$ cat config.mk
export PLATFORM = sky130hd
export DESIGN_NAME = pju_top
export DESIGN_NICKNAME = d
export VERILOG_FILES = /design/src/pju_pkg.sv /design/src/pju_top.sv
export SDC_FILE = /design/constraint.sdc
export NUM_CORES = 1
export LEC_CHECK = 0
export BUFFER_PORTS_ARGS = -buffer_cell sky130_fd_sc_hd__buf_2
export CORE_MARGIN = 5
export CORE_UTILIZATION = 45
export CTS_BUF_LIST = sky130_fd_sc_hd__clkbuf_4 sky130_fd_sc_hd__clkbuf_8
export CTS_CLUSTER_SIZE = 28
export DETAILED_ROUTE_END_ITERATION = 10
export PLACE_DENSITY = 0.61
export SETUP_SLACK_MARGIN = 0.4
export SLEW_MARGIN = 10
export SYNTH_ARGS = -nofsm -noshare
export SYNTH_HDL_FRONTEND = slang
export SYNTH_SLANG_ARGS = --single-unit
export TNS_END_PERCENT = 5
$ cat constraint.sdc
create_clock -name CLK -period 23.9 [get_ports CLK]
set_clock_uncertainty 0.2 [all_clocks]
set_input_delay 3.585 -clock CLK [delete_from_list [all_inputs] [get_ports CLK]]
set_output_delay 3.585 -clock CLK [all_outputs]
set_load 0.02 [all_outputs]
$ cat src/pju_pkg.sv
package pju_pkg;

    // ==========================================================
    // Widths
    localparam int WORD_W = 36;
    localparam int ADDR_W = 18;
    localparam int FLAG_W = 13;
    localparam int DATA_W = 64;
    localparam int BE_W = 8;
    localparam int BYTE_W = 8;
    localparam int BUS_AW = 8;
    localparam int LZ_W = 6;
    localparam int PAD_W = 5;

    // ==========================================================
    // Instruction word fields, bit 0 of the word is the MSB
    localparam int OP_LSB = 27;
    localparam int OP_W = 9;
    localparam int FN_LSB = 23;
    localparam int FN_W = 4;
    localparam int IND_BIT = 22;
    localparam int IDX_LSB = 18;
    localparam int IDX_W = 4;
    localparam int FLAG_LSB = 23;

    localparam logic [OP_W-1:0] OP_FIND_FIRST = 9'h0a3;
    localparam logic [OP_W-1:0] OP_RESTORE = 9'h0ac;
    localparam logic [OP_W-1:0] OP_FLAG_TEST = 9'h0ad;
    localparam logic [OP_W-1:0] OP_MEM_CALL = 9'h0b4;
    localparam logic [OP_W-1:0] OP_AC_CALL = 9'h0b5;

    // Function field bits, index 3 is instruction bit 9
    localparam int FN_CHAN = 3;
    localparam int FN_HALT = 2;
    localparam int FN_FLAGS = 1;
    localparam int FN_ENTRY = 0;
    localparam int TEST_SHIFT = 9;

    // ==========================================================
    // Flag vector, index 12 is flag word bit 0
    localparam int F_OV = 12;
    localparam int F_USER = 7;
    localparam int F_UIO = 6;
    localparam int F_PUB = 5;
    localparam int F_TRAP2 = 3;
    localparam int F_TRAP1 = 2;
    localparam logic [FLAG_W-1:0] CALL_CLR_MASK = 13'h011c;

    // ==========================================================
    // Register map, byte addresses of 64-bit words
    localparam logic [BUS_AW-1:0] REG_INSTR = 8'h00;
    localparam logic [BUS_AW-1:0] REG_EA = 8'h08;
    localparam logic [BUS_AW-1:0] REG_EAWORD = 8'h10;
    localparam logic [BUS_AW-1:0] REG_PC = 8'h18;
    localparam logic [BUS_AW-1:0] REG_FLAGS = 8'h20;
    localparam logic [BUS_AW-1:0] REG_AC = 8'h28;
    localparam logic [BUS_AW-1:0] REG_CTRL = 8'h30;
    localparam logic [BUS_AW-1:0] REG_STATUS = 8'h38;
    localparam logic [BUS_AW-1:0] REG_RESULT = 8'h40;
    localparam logic [BUS_AW-1:0] REG_MEMDATA = 8'h48;

    // Control register: bit 0 starts, bits 1..4 are held context
    localparam int C_GO = 0;
    localparam int CTRL_LSB = 1;
    localparam int CTRL_W = 4;
    localparam int CT_INTR = 0;
    localparam int CT_TRAPEN = 1;
    localparam int CT_OLDVAR = 2;
    localparam int CT_NONPUB = 3;

    // Status register, bit STAT_W reads busy
    localparam int STAT_W = 8;
    localparam int S_JUMP = 0;
    localparam int S_HALT = 1;
    localparam int S_CHAN = 2;
    localparam int S_TRAP = 3;
    localparam int S_OVTRAP = 4;
    localparam int S_MEMST = 5;
    localparam int S_ACWR = 6;
    localparam int S_BADOP = 7;

    localparam logic [ADDR_W-1:0] ADDR_ONE = 18'h0_0001;
    localparam logic [LZ_W-1:0] LZ_ONE = 6'h01;

endpackage

$ cat src/pju_top.sv
// Our own choices: register access over Avalon-MM and the placing of the registers.
`timescale 1ns/1ps

// Functional notes
// RULE_01: Opcode bits 0-8, function 9-12, indirect 13, index 14-17, address 18-35.
// RULE_02: Flags: Overflow bit 0, Carry 0 bit 1, Carry 1 bit 2, Float Overflow 3.
// RULE_03: Find-first-one on zero: next accumulator gets zero, no jump.
// RULE_04: Nonzero: next accumulator gets leading zero count, then jump.
// RULE_05: Source accumulator untouched; negative source yields count zero.
// RULE_06: Flag test: any selected flag set clears selected flags and jumps.
// RULE_07: Function bits 9..12 select Overflow, Carry 0, Carry 1, Float Overflow.
// RULE_08: Flag test selecting nothing is a no-op without memory operand.
// RULE_09: Accumulator field of the flag test is ignored.
// RULE_10: Memory call stores flags and PC+1 at E, continues at E+1.
// RULE_11: Accumulator call puts flags and PC+1 in AC, jumps to E.
// RULE_12: Both calls clear First Part Done, Address Failure Inhibit, trap flags.
// RULE_13: Call as interrupt in user mode saves bit 5 set, leaves user, clears Public.
// RULE_14: Restore jump performs selected functions, then continues at E.
// RULE_15: Function bit 9 restores the highest held interrupt channel.
// RULE_16: Function bit 10 halts with PC holding the jump address.
// RULE_17: Unprivileged channel restore or halt becomes an unimplemented-operation trap.
// RULE_18: Function bit 11 loads flags from bits 0-12 of final address word.
// RULE_19: Restore: bit 5 one sets User, zero leaves User alone.
// RULE_20: Restore: bit 6 zero clears in-out privilege, one sets it only outside user.
// RULE_21: Restore: bit 7 sets Public; zero clears only in executive with bit 5.
// RULE_22: Nonpublic entry: plain jump, clears Public from nonpublic; old variant enters user.
// RULE_23: Channel and flag restore together restore channel and flags.
// RULE_24: With traps enabled, restoring a trap flag raises a trap at once.
module pju_top
    import pju_pkg::*;
(
    input wire logic CLK,
    input wire logic SYS_RST,
    input wire logic [BUS_AW-1:0] AVS_ADDRESS,
    input wire logic AVS_READ,
    input wire logic AVS_WRITE,
    input wire logic [DATA_W-1:0] AVS_WRITEDATA,
    input wire logic [BE_W-1:0] AVS_BYTEENABLE,
    output logic [DATA_W-1:0] AVS_READDATA,
    output logic AVS_WAITREQUEST
);

    // ==========================================================
    // State
    typedef struct packed {
        logic waitreq;
        logic [DATA_W-1:0] rdata;
        logic [WORD_W-1:0] instr;
        logic [ADDR_W-1:0] ea;
        logic [WORD_W-1:0] eaword;
        logic [ADDR_W-1:0] pc;
        logic [FLAG_W-1:0] flags;
        logic [WORD_W-1:0] ac;
        logic [CTRL_W-1:0] ctrl;
        logic [STAT_W-1:0] status;
        logic [WORD_W-1:0] result;
        logic [WORD_W-1:0] memdata;
        logic pending;
    } pju_state_t;

    localparam pju_state_t ST_RST = '{waitreq: 1'b1, default: '0};

    pju_state_t st_r;
    pju_state_t st_nxt;

    function automatic logic [LZ_W-1:0] lead_zeros(input logic [WORD_W-1:0] w);
        logic [LZ_W-1:0] c;
        logic seen;
        c = '0;
        seen = 1'b0;
        for (int i = WORD_W - 1; i >= 0; i--) begin
            if (w[i]) begin
                seen = 1'b1;
            end else if (!seen) begin
                c = c + LZ_ONE;
            end
        end
        return c;
    endfunction

    // ==========================================================
    // Decode and derived values
    logic [OP_W-1:0] op;
    logic [FN_W-1:0] fn;
    logic indexed;
    logic [FLAG_W-1:0] rst_src;
    logic [ADDR_W-1:0] pc_inc;
    logic [ADDR_W-1:0] ea_inc;
    logic [LZ_W-1:0] lz;
    logic [FLAG_W-1:0] test_mask;
    logic [FLAG_W-1:0] saved_flags;
    logic [WORD_W-1:0] pc_word;
    logic user;
    logic uio;
    logic pub;
    logic intr_user;
    logic refused;
    logic [DATA_W-1:0] wmask;

    assign op = st_r.instr[OP_LSB+:OP_W]; // RULE_01
    assign fn = st_r.instr[FN_LSB+:FN_W]; // RULE_01
    assign indexed = st_r.instr[IND_BIT] | (st_r.instr[IDX_LSB+:IDX_W] != '0); // RULE_01
    // Without indexing or indirection the flags come from the instruction itself
    assign rst_src = indexed ? st_r.eaword[FLAG_LSB+:FLAG_W]
                             : st_r.instr[FLAG_LSB+:FLAG_W]; // RULE_18
    assign pc_inc = st_r.pc + ADDR_ONE;
    assign ea_inc = st_r.ea + ADDR_ONE;
    assign lz = lead_zeros(st_r.ac);
    // Accumulator field is not part of the selection
    assign test_mask = FLAG_W'({fn, {TEST_SHIFT{1'b0}}}); // RULE_07 RULE_09
    assign user = st_r.flags[F_USER];
    assign uio = st_r.flags[F_UIO];
    assign pub = st_r.flags[F_PUB];
    assign intr_user = st_r.ctrl[CT_INTR] & user;
    always_comb begin
        saved_flags = st_r.flags;
        saved_flags[F_USER] = st_r.flags[F_USER] | intr_user; // RULE_13
    end
    assign pc_word = {saved_flags, {PAD_W{1'b0}}, pc_inc}; // RULE_02
    // Supervisor is executive public; the newer variant refuses any user or supervisor program,
    // the older one only a user program without User In-out
    assign refused = (fn[FN_CHAN] | fn[FN_HALT]) &
                     (user ? (!uio | !st_r.ctrl[CT_OLDVAR])
                           : (!st_r.ctrl[CT_OLDVAR] & pub)); // RULE_17

    genvar g;
    for (g = 0; g < BE_W; g++) begin : g_be
        assign wmask[BYTE_W*g+:BYTE_W] = {BYTE_W{AVS_BYTEENABLE[g]}};
    end

    // ==========================================================
    // Next state
    always_comb begin
        logic [DATA_W-1:0] rd_val;
        logic [DATA_W-1:0] wv;
        logic [FLAG_W-1:0] rf;
        logic [FLAG_W-1:0] cf;
        rd_val = '0;
        wv = '0;
        rf = '0;
        cf = '0;
        st_nxt = st_r;

        unique case (AVS_ADDRESS)
            REG_INSTR: rd_val = DATA_W'(st_r.instr);
            REG_EA: rd_val = DATA_W'(st_r.ea);
            REG_EAWORD: rd_val = DATA_W'(st_r.eaword);
            REG_PC: rd_val = DATA_W'(st_r.pc);
            REG_FLAGS: rd_val = DATA_W'(st_r.flags);
            REG_AC: rd_val = DATA_W'(st_r.ac);
            REG_CTRL: rd_val = DATA_W'({st_r.ctrl, 1'b0});
            REG_STATUS: rd_val = DATA_W'({st_r.pending, st_r.status});
            REG_RESULT: rd_val = DATA_W'(st_r.result);
            REG_MEMDATA: rd_val = DATA_W'(st_r.memdata);
            default: rd_val = '0;
        endcase
        wv = (rd_val & ~wmask) | (AVS_WRITEDATA & wmask);

        // One wait cycle, then a single-cycle acknowledge
        if (st_r.waitreq) begin
            if (AVS_READ || AVS_WRITE) begin
                st_nxt.waitreq = 1'b0;
                st_nxt.rdata = AVS_READ ? rd_val : '0;
            end
        end else begin
            st_nxt.waitreq = 1'b1;
            if (AVS_WRITE) begin
                unique case (AVS_ADDRESS)
                    REG_INSTR: st_nxt.instr = wv[WORD_W-1:0];
                    REG_EA: st_nxt.ea = wv[ADDR_W-1:0];
                    REG_EAWORD: st_nxt.eaword = wv[WORD_W-1:0];
                    REG_PC: st_nxt.pc = wv[ADDR_W-1:0];
                    REG_FLAGS: st_nxt.flags = wv[FLAG_W-1:0];
                    REG_AC: st_nxt.ac = wv[WORD_W-1:0];
                    REG_CTRL: begin
                        st_nxt.ctrl = wv[CTRL_LSB+:CTRL_W];
                        st_nxt.pending = wv[C_GO];
                    end
                    default: st_nxt.pending = st_r.pending;
                endcase
            end
        end

        // Execution takes one cycle after the start write
        if (st_r.pending) begin
            st_nxt.pending = 1'b0;
            st_nxt.status = '0;
            st_nxt.pc = pc_inc;
            cf = st_r.flags & ~CALL_CLR_MASK; // RULE_12
            if (intr_user) begin
                cf[F_USER] = 1'b0; // RULE_13
                cf[F_PUB] = 1'b0; // RULE_13
            end
            rf = rst_src; // RULE_18
            rf[F_USER] = user | rst_src[F_USER]; // RULE_19
            rf[F_UIO] = rst_src[F_UIO] & (uio | !user); // RULE_20
            rf[F_PUB] = rst_src[F_PUB] | (pub & (user | !rst_src[F_USER])); // RULE_21
            unique case (op)
                OP_FIND_FIRST: begin
                    st_nxt.status[S_ACWR] = 1'b1;
                    if (st_r.ac == '0) begin
                        st_nxt.result = '0; // RULE_03
                    end else begin
                        st_nxt.result = WORD_W'(lz); // RULE_04 RULE_05
                        st_nxt.pc = st_r.ea; // RULE_04
                        st_nxt.status[S_JUMP] = 1'b1;
                    end
                end
                OP_FLAG_TEST: begin
                    // A zero selection never matches, so nothing is touched
                    if ((st_r.flags & test_mask) != '0) begin // RULE_06 RULE_08
                        st_nxt.flags = st_r.flags & ~test_mask; // RULE_06
                        st_nxt.pc = st_r.ea; // RULE_06
                        st_nxt.status[S_JUMP] = 1'b1;
                    end
                end
                OP_MEM_CALL: begin
                    st_nxt.memdata = pc_word; // RULE_10
                    st_nxt.status[S_MEMST] = 1'b1;
                    st_nxt.pc = ea_inc; // RULE_10
                    st_nxt.flags = cf;
                    st_nxt.status[S_JUMP] = 1'b1;
                end
                OP_AC_CALL: begin
                    st_nxt.result = pc_word; // RULE_11
                    st_nxt.status[S_ACWR] = 1'b1;
                    st_nxt.pc = st_r.ea; // RULE_11
                    st_nxt.flags = cf;
                    st_nxt.status[S_JUMP] = 1'b1;
                end
                OP_RESTORE: begin
                    if (refused) begin
                        // PC left on the instruction for the trap handler
                        st_nxt.pc = st_r.pc; // RULE_17
                        st_nxt.status[S_TRAP] = 1'b1; // RULE_17
                    end else begin
                        st_nxt.pc = st_r.ea; // RULE_14 RULE_16
                        st_nxt.status[S_JUMP] = 1'b1;
                        st_nxt.status[S_CHAN] = fn[FN_CHAN]; // RULE_15 RULE_23
                        st_nxt.status[S_HALT] = fn[FN_HALT]; // RULE_16
                        if (fn[FN_FLAGS]) begin
                            st_nxt.flags = rf; // RULE_18 RULE_23
                            st_nxt.status[S_OVTRAP] = st_r.ctrl[CT_TRAPEN] &
                                (rf[F_TRAP1] | rf[F_TRAP2]); // RULE_24
                        end
                        if (fn[FN_ENTRY]) begin
                            if (st_r.ctrl[CT_OLDVAR]) begin
                                st_nxt.flags[F_USER] = 1'b1; // RULE_22
                            end else if (st_r.ctrl[CT_NONPUB]) begin
                                st_nxt.flags[F_PUB] = 1'b0; // RULE_22
                            end
                        end
                    end
                end
                default: begin
                    st_nxt.pc = st_r.pc;
                    st_nxt.status[S_BADOP] = 1'b1;
                end
            endcase
        end
    end

    always_ff @(posedge CLK or posedge SYS_RST) begin
        if (SYS_RST) begin
            st_r <= ST_RST;
        end else begin
            st_r <= st_nxt;
        end
    end

    assign AVS_READDATA = st_r.rdata;
    assign AVS_WAITREQUEST = st_r.waitreq;
endmodule

==> impl_results.md, run 1 <==
* Run status: finished, final reports clean
* Most frequent cells in the layout: nand2_1 (396), o21ai_0 (280), dfrtp_1 (268), nor2_1 (134), a21oi_1 (95)
* Async SR Flop Fraction at 100%
* Final wirelength at 62,100 um
* Maximum vdd drop at 0.000328 V
* Crit path time final at 19.41 ns
* Psw at 1.73 mW
* Dpl hpwl at 43,100 um
* DRC Markers at 0
* Detailed-route via count at 17,000
* Pin count of the biggest net entering global routing at 142
* Initial core utilization at 45.6%
* Die X at 211 um
* Yosys top cell area share at 36.8%
* Worst slew margin relative to its limit at 18.5%
* IO buf count at 89
* CTS tree: yes
* Inst Count DP at 2,680
* EDFF count, synth at 0
* Crit end category: flop
* Routed vias/inst at 6.16
* Kind of cell adding the most delay to the critical path: compound AO/OA/AOI/OAI gates
* Clock power frac at 11.9%
* Total die area at 0.0446 sq mm
* DR iter-0 viols at 1,742
* Power Dens Cells at 183 mW/mm^2
* RSZ-0062 raised after global routing: no
* Worst Path Class, Setup: flop to flop
* Yosys cell types at 90
* Comb pwr share at 74.9%
* Clk buf depth at 3
* Vias in the first global route at 16,200
* Antenna Violating Nets Remaining at 0
* Post-CTS Hold Buffers at 0
* Synth Warn # at 0
* Sequential share of power at 13.2%
* Number of I/O pins at 149
* Max Clock Freq at 51.5 MHz
* Slew at the pin closest to its max-slew limit at 1.22 ns
* Diode count at 0
* Most frequent CP cell: ha_1
* Global route total overflow at 0
* Core ar. at 0.0399 sq mm
* Post-CTS setup buffer count at 0
* Setup tns final at 0 ns
* Cell Rows at 73
* Worst Path Max Fanout at 10
* WL per Instance at 22.5 um
* Post-synth top flop: dfrtp_1
* Final setup vio count at 0
* Reg clk slew, reported paths at 0.07 ns
* H-Tree Depth at 2
* Top post-synthesis cells by area: dfrtp_1 (37%), nand2_1 (8.2%), o21ai_0 (7.7%), mux2i_1 (3.5%), nor2_1 (2.9%)
* Post-cts sizing count at 0
* Startpoint types: flop
* Area added between synthesis and finish at 7.47%
* Share of cells above drive strength 1 at 11.6%
* Clock sink count at 269
* Largest stage delay, worst path at 0.71 ns
* Total track usage at 27.1%
* Antenna violations before repair at 0
* GPL Wtd Cong at 0.928
* Hold Crit Class: flop to flop
* Switching Fraction at 48.2%
* DR pass1 iterations at 8
* Buf/Inv on CP at 1
* Sequential share of the synthesized area at 37.0%
* Gate Count Post-Synth at 2,209
* Worst-skew pair later-pin latency at 0.59 ns
* Commonest non-fill, non-tap cell in the layout: nand2_1
* Nets at 2,319
* Synthesized area per cell at 8.25 sq um
* Clk root buf: clkbuf_8
* Tcrit/Tclk final at 81.2%
* First-pass GRT wire length at 95,600 um
* Int Pwr at 1.86 mW
* Slowest CP cell: dfrtp_1
* Num CTS Buffers at 44
* Die height at 211 um
* Syn Std Cell Area at 0.0182 sq mm
* Reg-to-reg slack, setup at 4.49 ns
* Max-slew violations at 0
* Fin cells at 2,757
* Number of max-cap violations at 0
* Leakage at 8.84 nW
* WP data arrival at 19.68 ns
* Largest area contributor in the netlist: dfrtp_1
* Number of synthesized register bits at 269
* Hold Fails Final Rpt at 0
* CP required at 24.17 ns
==> power by group through the flow <==
stage / registers, mW / logic [mW] / clock network (mW)
finish: 0.472 / 2.69 / 0.427
global route: 0.472 / 2.94 / 0.453
CTS: 0.471 / 2.69 / 0.433
detailed placement: 0.480 / 2.68 / 0
global placement: 0.479 / 2.63 / 0
floorplan: 0.474 / 2.12 / 0
==> routing by layer <==
| metal | part of all wire, % | track usage, % | vias to the layer above |
|---|---|---|---|
| met1 | 44 | 38.9 | 8252 |
| met2 | 44 | 41.3 | 769 |
| met5 | 0 | 0 | - |
| met4 | 3.4 | 9.19 | 0 |
| met3 | 8.6 | 5.23 | 128 |
| li1 | - | - | 7842 |
==> flip-flops by register name, indices dropped and copies added (netlist names) <==
register	cells
op	9
AVS_READDATA	36
st_r	207
pc_word	12
AVS_WAITREQUEST	1
fn	4
==> final timing paths <==
| kind | start | to | cells past startpoint |
|---|---|---|---|
| min in group asynchronous | SYS_RST | AVS_READDATA[0]$_DFFE_PP0P_ | 2 |
| worst min-delay path | AVS_READDATA[19]$_DFFE_PP0P_ | AVS_READDATA[19]$_DFFE_PP0P_ | 2 |
| worst max-delay path | st_r[117]$_DFFE_PP0P_ | st_r[38]$_DFFE_PP0P_ | 87 |
| worst min register to register | AVS_READDATA[19]$_DFFE_PP0P_ | AVS_READDATA[19]$_DFFE_PP0P_ | 2 |
| max in group asynchronous | SYS_RST | st_r[149]$_DFFE_PP0P_ | 3 |
| worst max register to register | st_r[117]$_DFFE_PP0P_ | st_r[38]$_DFFE_PP0P_ | 87 |
==> kinds of logic after synthesis <==
group,share of synthesized area (%)
muxes,4.38
other,0.0206
DFF,37.0
AOI/OAI and AO/OA,23.0
xor gates and xnor gates,5.64
adders and majority gates,2.39
buffers and inverters,6.51
and+or+nand+nor,21.1
==> tightest hold or removal path: stages, from the launching register on <==
cell and delay (ns):
dfrtp_1 0.34, nand2_1 0.05, o21ai_0 0.06
==> layout make-up <==
type	count	area, sq um
multi-input cells	1725	10400
inverters	44	173
clock buffers	70	845
well taps	525	657
repair buffers	117	668
fillers	3893	20300
flip-flops and latches	269	6730
clock inverters	7	60.1
==> through the flow <==
step                setup slack [ns]  util (%)  power [mW]  cell area [sq um]  hold slack (ns)
global placement                5.23      46.8        3.11              18700            0.259
CTS                             4.63      49.1        3.60              19600            0.279
floorplan                       7.38         -        2.60              18300            0.245
finish                          4.49      49.1        3.58              19600            0.280
detailed placement              4.72      46.8        3.16              18700            0.263
global route                    3.04      49.1        3.87              19600            0.300
==> synthesized netlist by cell type (22+ instances only) <==
cell	n
nand2_1	399
o21ai_0	280
dfrtp_1	268
nor2_1	141
clkbuf_1	109
a21oi_1	95
nand3_1	74
buf_4	65
mux2i_1	64
a22oi_1	61
xnor2_1	50
inv_1	44
nor3_1	40
a22o_1	36
xor2_1	35
ha_1	34
a222oi_1	30
nand2b_1	25
and3_1	22
nor2b_1	22
(Power assumes the default switching activity.)
==> run 2: changes to the inputs <==
Settings changed: PLACE_DENSITY 0.61 to 0.63.
Clock period 23.9 ns to 15.86 ns, I/O delays scaled along.
==> run 2 against run 1 <==
Against the previous run:
- the run now ends with setup timing left
- register-to-register slack got worse by 5.0 ns
- total power increased by 71%
- wire length increased by 0.70%
- sequential cell count unchanged
- sequential power increased by 50%
- utilization increased by 2.3 points
- combinational power increased by 75%
- maximum frequency increased by 18%
- largest cell class unchanged
- largest power group unchanged
==> impl_results.md, run 2 (synthesis results as in run 1) <==
* Clock power frac at 11.7%
* Largest stage delay, worst path at 0.44 ns
* Run status: finished, violations left
* Worst Path Class, Setup: flop to flop
* Detailed-route via count at 17,300
* IO buf count at 89
* Most frequent CP cell: ha_1
* Clk buf depth at 3
* Clk root buf: clkbuf_8
* Number of max-cap violations at 0
* First-pass GRT wire length at 97,900 um
* Worst slew margin relative to its limit at 18.5%
* Core ar. at 0.0399 sq mm
* Tcrit/Tclk final at 103%
* Clock sink count at 269
* Psw at 2.79 mW
* Failing checks: setup timing
* Hold Fails Final Rpt at 0
* WL per Instance at 22.0 um
* Max Clock Freq at 61.0 MHz
* Max reg flops at 207
* Post-route setup slack at -0.541 ns
* Slew at the pin closest to its max-slew limit at 1.22 ns
* DR iter-0 viols at 2,057
* Final wirelength at 62,500 um
* Diode count at 0
* Vias in the first global route at 17,000
* CP required at 16.13 ns
* Antenna Violating Nets Remaining at 0
* DR pass1 iterations at 6
* Sequential share of power at 11.6%
* Share of cells above drive strength 1 at 15.9%
* Max-slew violations at 0
* Placed inst area at 0.0193 sq mm
* Total die area at 0.0446 sq mm
* Reg clk slew, reported paths at 0.07 ns
* Final setup vio count at 3
* CTS tree: yes
* Dpl hpwl at 44,000 um
* Slowest CP cell: dfrtp_2
* Nets at 2,402
* Buf/Inv on CP at 3
* Total track usage at 27.6%
* Setup tns final at -0.641 ns
* Crit end category: flop
* RSZ-0062 raised after global routing: yes
* Pin count of the biggest net entering global routing at 139
* Multi-input gate area at 0.0106 sq mm
* GPL Wtd Cong at 0.966
* Switching Fraction at 45.6%
* Die X at 211 um
* Die height at 211 um
* Leakage at 9.32 nW
* Global route total overflow at 0
* Total power at 6.12 mW
* Initial core utilization at 45.6%
* Register Area at 0.00673 sq mm
* Hold Crit Class: flop to flop
* Power Dens Cells at 299 mW/mm^2
* Filler cells at 3,804
* Number of I/O pins at 149
* Routed vias/inst at 6.11
* Most frequent cells in the layout: nand2_1 (395), o21ai_0 (272), dfrtp_1 (267), nor2_1 (133), buf_4 (111)
* Cell Rows at 73
* Kind of cell adding the most delay to the critical path: compound AO/OA/AOI/OAI gates
* Worst Path Max Fanout at 4
* Crit path time final at 16.40 ns
* H-Tree Depth at 2
* Comb pwr share at 76.7%
* Area added between synthesis and finish at 12.5%
* Maximum vdd drop at 0.000607 V
* Post-CTS Hold Buffers at 0
* Startpoint types: flop
* Num CTS Buffers at 44
* WP data arrival at 16.67 ns
* Commonest non-fill, non-tap cell in the layout: nand2_1
* Post-route cell area at 0.0205 sq mm
* Top reg by flops: st_r
* DRC Markers at 0
* Int Pwr at 3.33 mW
* Antenna violations before repair at 2
* Worst-skew pair later-pin latency at 0.59 ns
-- run 2: cell count changes in the layout (fill, tap and decap cells not counted), sizes merged --
cell | previous run | this run
clkbuf | 70 | 68
clkinv | 6 | 3
bufinv | 1 | 5
buf | 117 | 200
clkinvlp | 0 | 2
-- run 2: worst paths after layout --
| check | slack, ns | startpoint | to | depth (start not counted) |
|---|---|---|---|---|
| max in group asynchronous | 12.17 | SYS_RST | st_r[118]$_DFFE_PP0P_ | 3 |
| min in group asynchronous | 1.79 | SYS_RST | st_r[207]$_DFFE_PP0P_ | 2 |
| worst max-delay path | -0.54 | st_r[118]$_DFFE_PP0P_ | st_r[38]$_DFFE_PP0P_ | 89 |
| worst min-delay path | 0.28 | st_r[32]$_DFFE_PP0P_ | st_r[32]$_DFFE_PP0P_ | 2 |
| worst max register to register | -0.54 | st_r[118]$_DFFE_PP0P_ | st_r[38]$_DFFE_PP0P_ | 89 |
| worst min register to register | 0.28 | st_r[32]$_DFFE_PP0P_ | st_r[32]$_DFFE_PP0P_ | 2 |
-- run 2: repair_timing --
| action | 4_1_cts | 5_1_grt |
|---|---|---|
| setup buffers | 10 | 4 |
| endpoints found under the setup margin | 4 | 5 |
| resized for setup | 7 | 10 |
| pin swaps | 26 | 19 |
-- run 2: layer usage --
metal	part of all wire [%]	GRT usage (%)	vias up	wire length [um]
met5	0.050	0	-	31
met4	3.6	9.68	4	2220
met3	8.9	4.84	144	5550
met2	44	42.9	814	27700
met1	43	38.9	8381	27100
li1	-	-	8003	-
-- run 2: per-stage QoR --
stage | setup slack (ns) | util [%] | hold WS (ns) | cells
global route | -1.77 | 51.3 | 0.295 | 2841
detailed placement | -0.810 | 48.3 | 0.266 | 2749
finish | -0.541 | 51.3 | 0.277 | 2841
global placement | -0.459 | 48.3 | 0.256 | 2749
floorplan | 0.261 | - | 0.245 | 2236
CTS | -0.660 | 51.2 | 0.278 | 2837
-- run 2: final cells by class --
class | instances | share of cell area (%)
Sequential cell | 269 | 32.9
Clock inverter | 10 | 0.879
Inverter | 44 | 0.843
Tap cell | 525 | 3.21
Clock buffer | 68 | 4.17
Multi-Input combinational cell | 1725 | 51.8
Timing Repair Buffer | 200 | 6.24
-- run 2: tightest hold or removal path, delay by kind of cell (launching register included) --
kind	cells	cell delay [ns]
flops	1	0.34
simple gates	2	0.10
-- run 2: power by group through the flow --
stage | Clock [mW] | Sequential (mW) | Combinational, mW
global placement | 0 | 0.721 | 4.48
global route | 0.757 | 0.710 | 5.10
finish | 0.716 | 0.710 | 4.70
CTS | 0.723 | 0.709 | 4.65
detailed placement | 0 | 0.722 | 4.59
floorplan | 0 | 0.715 | 3.24
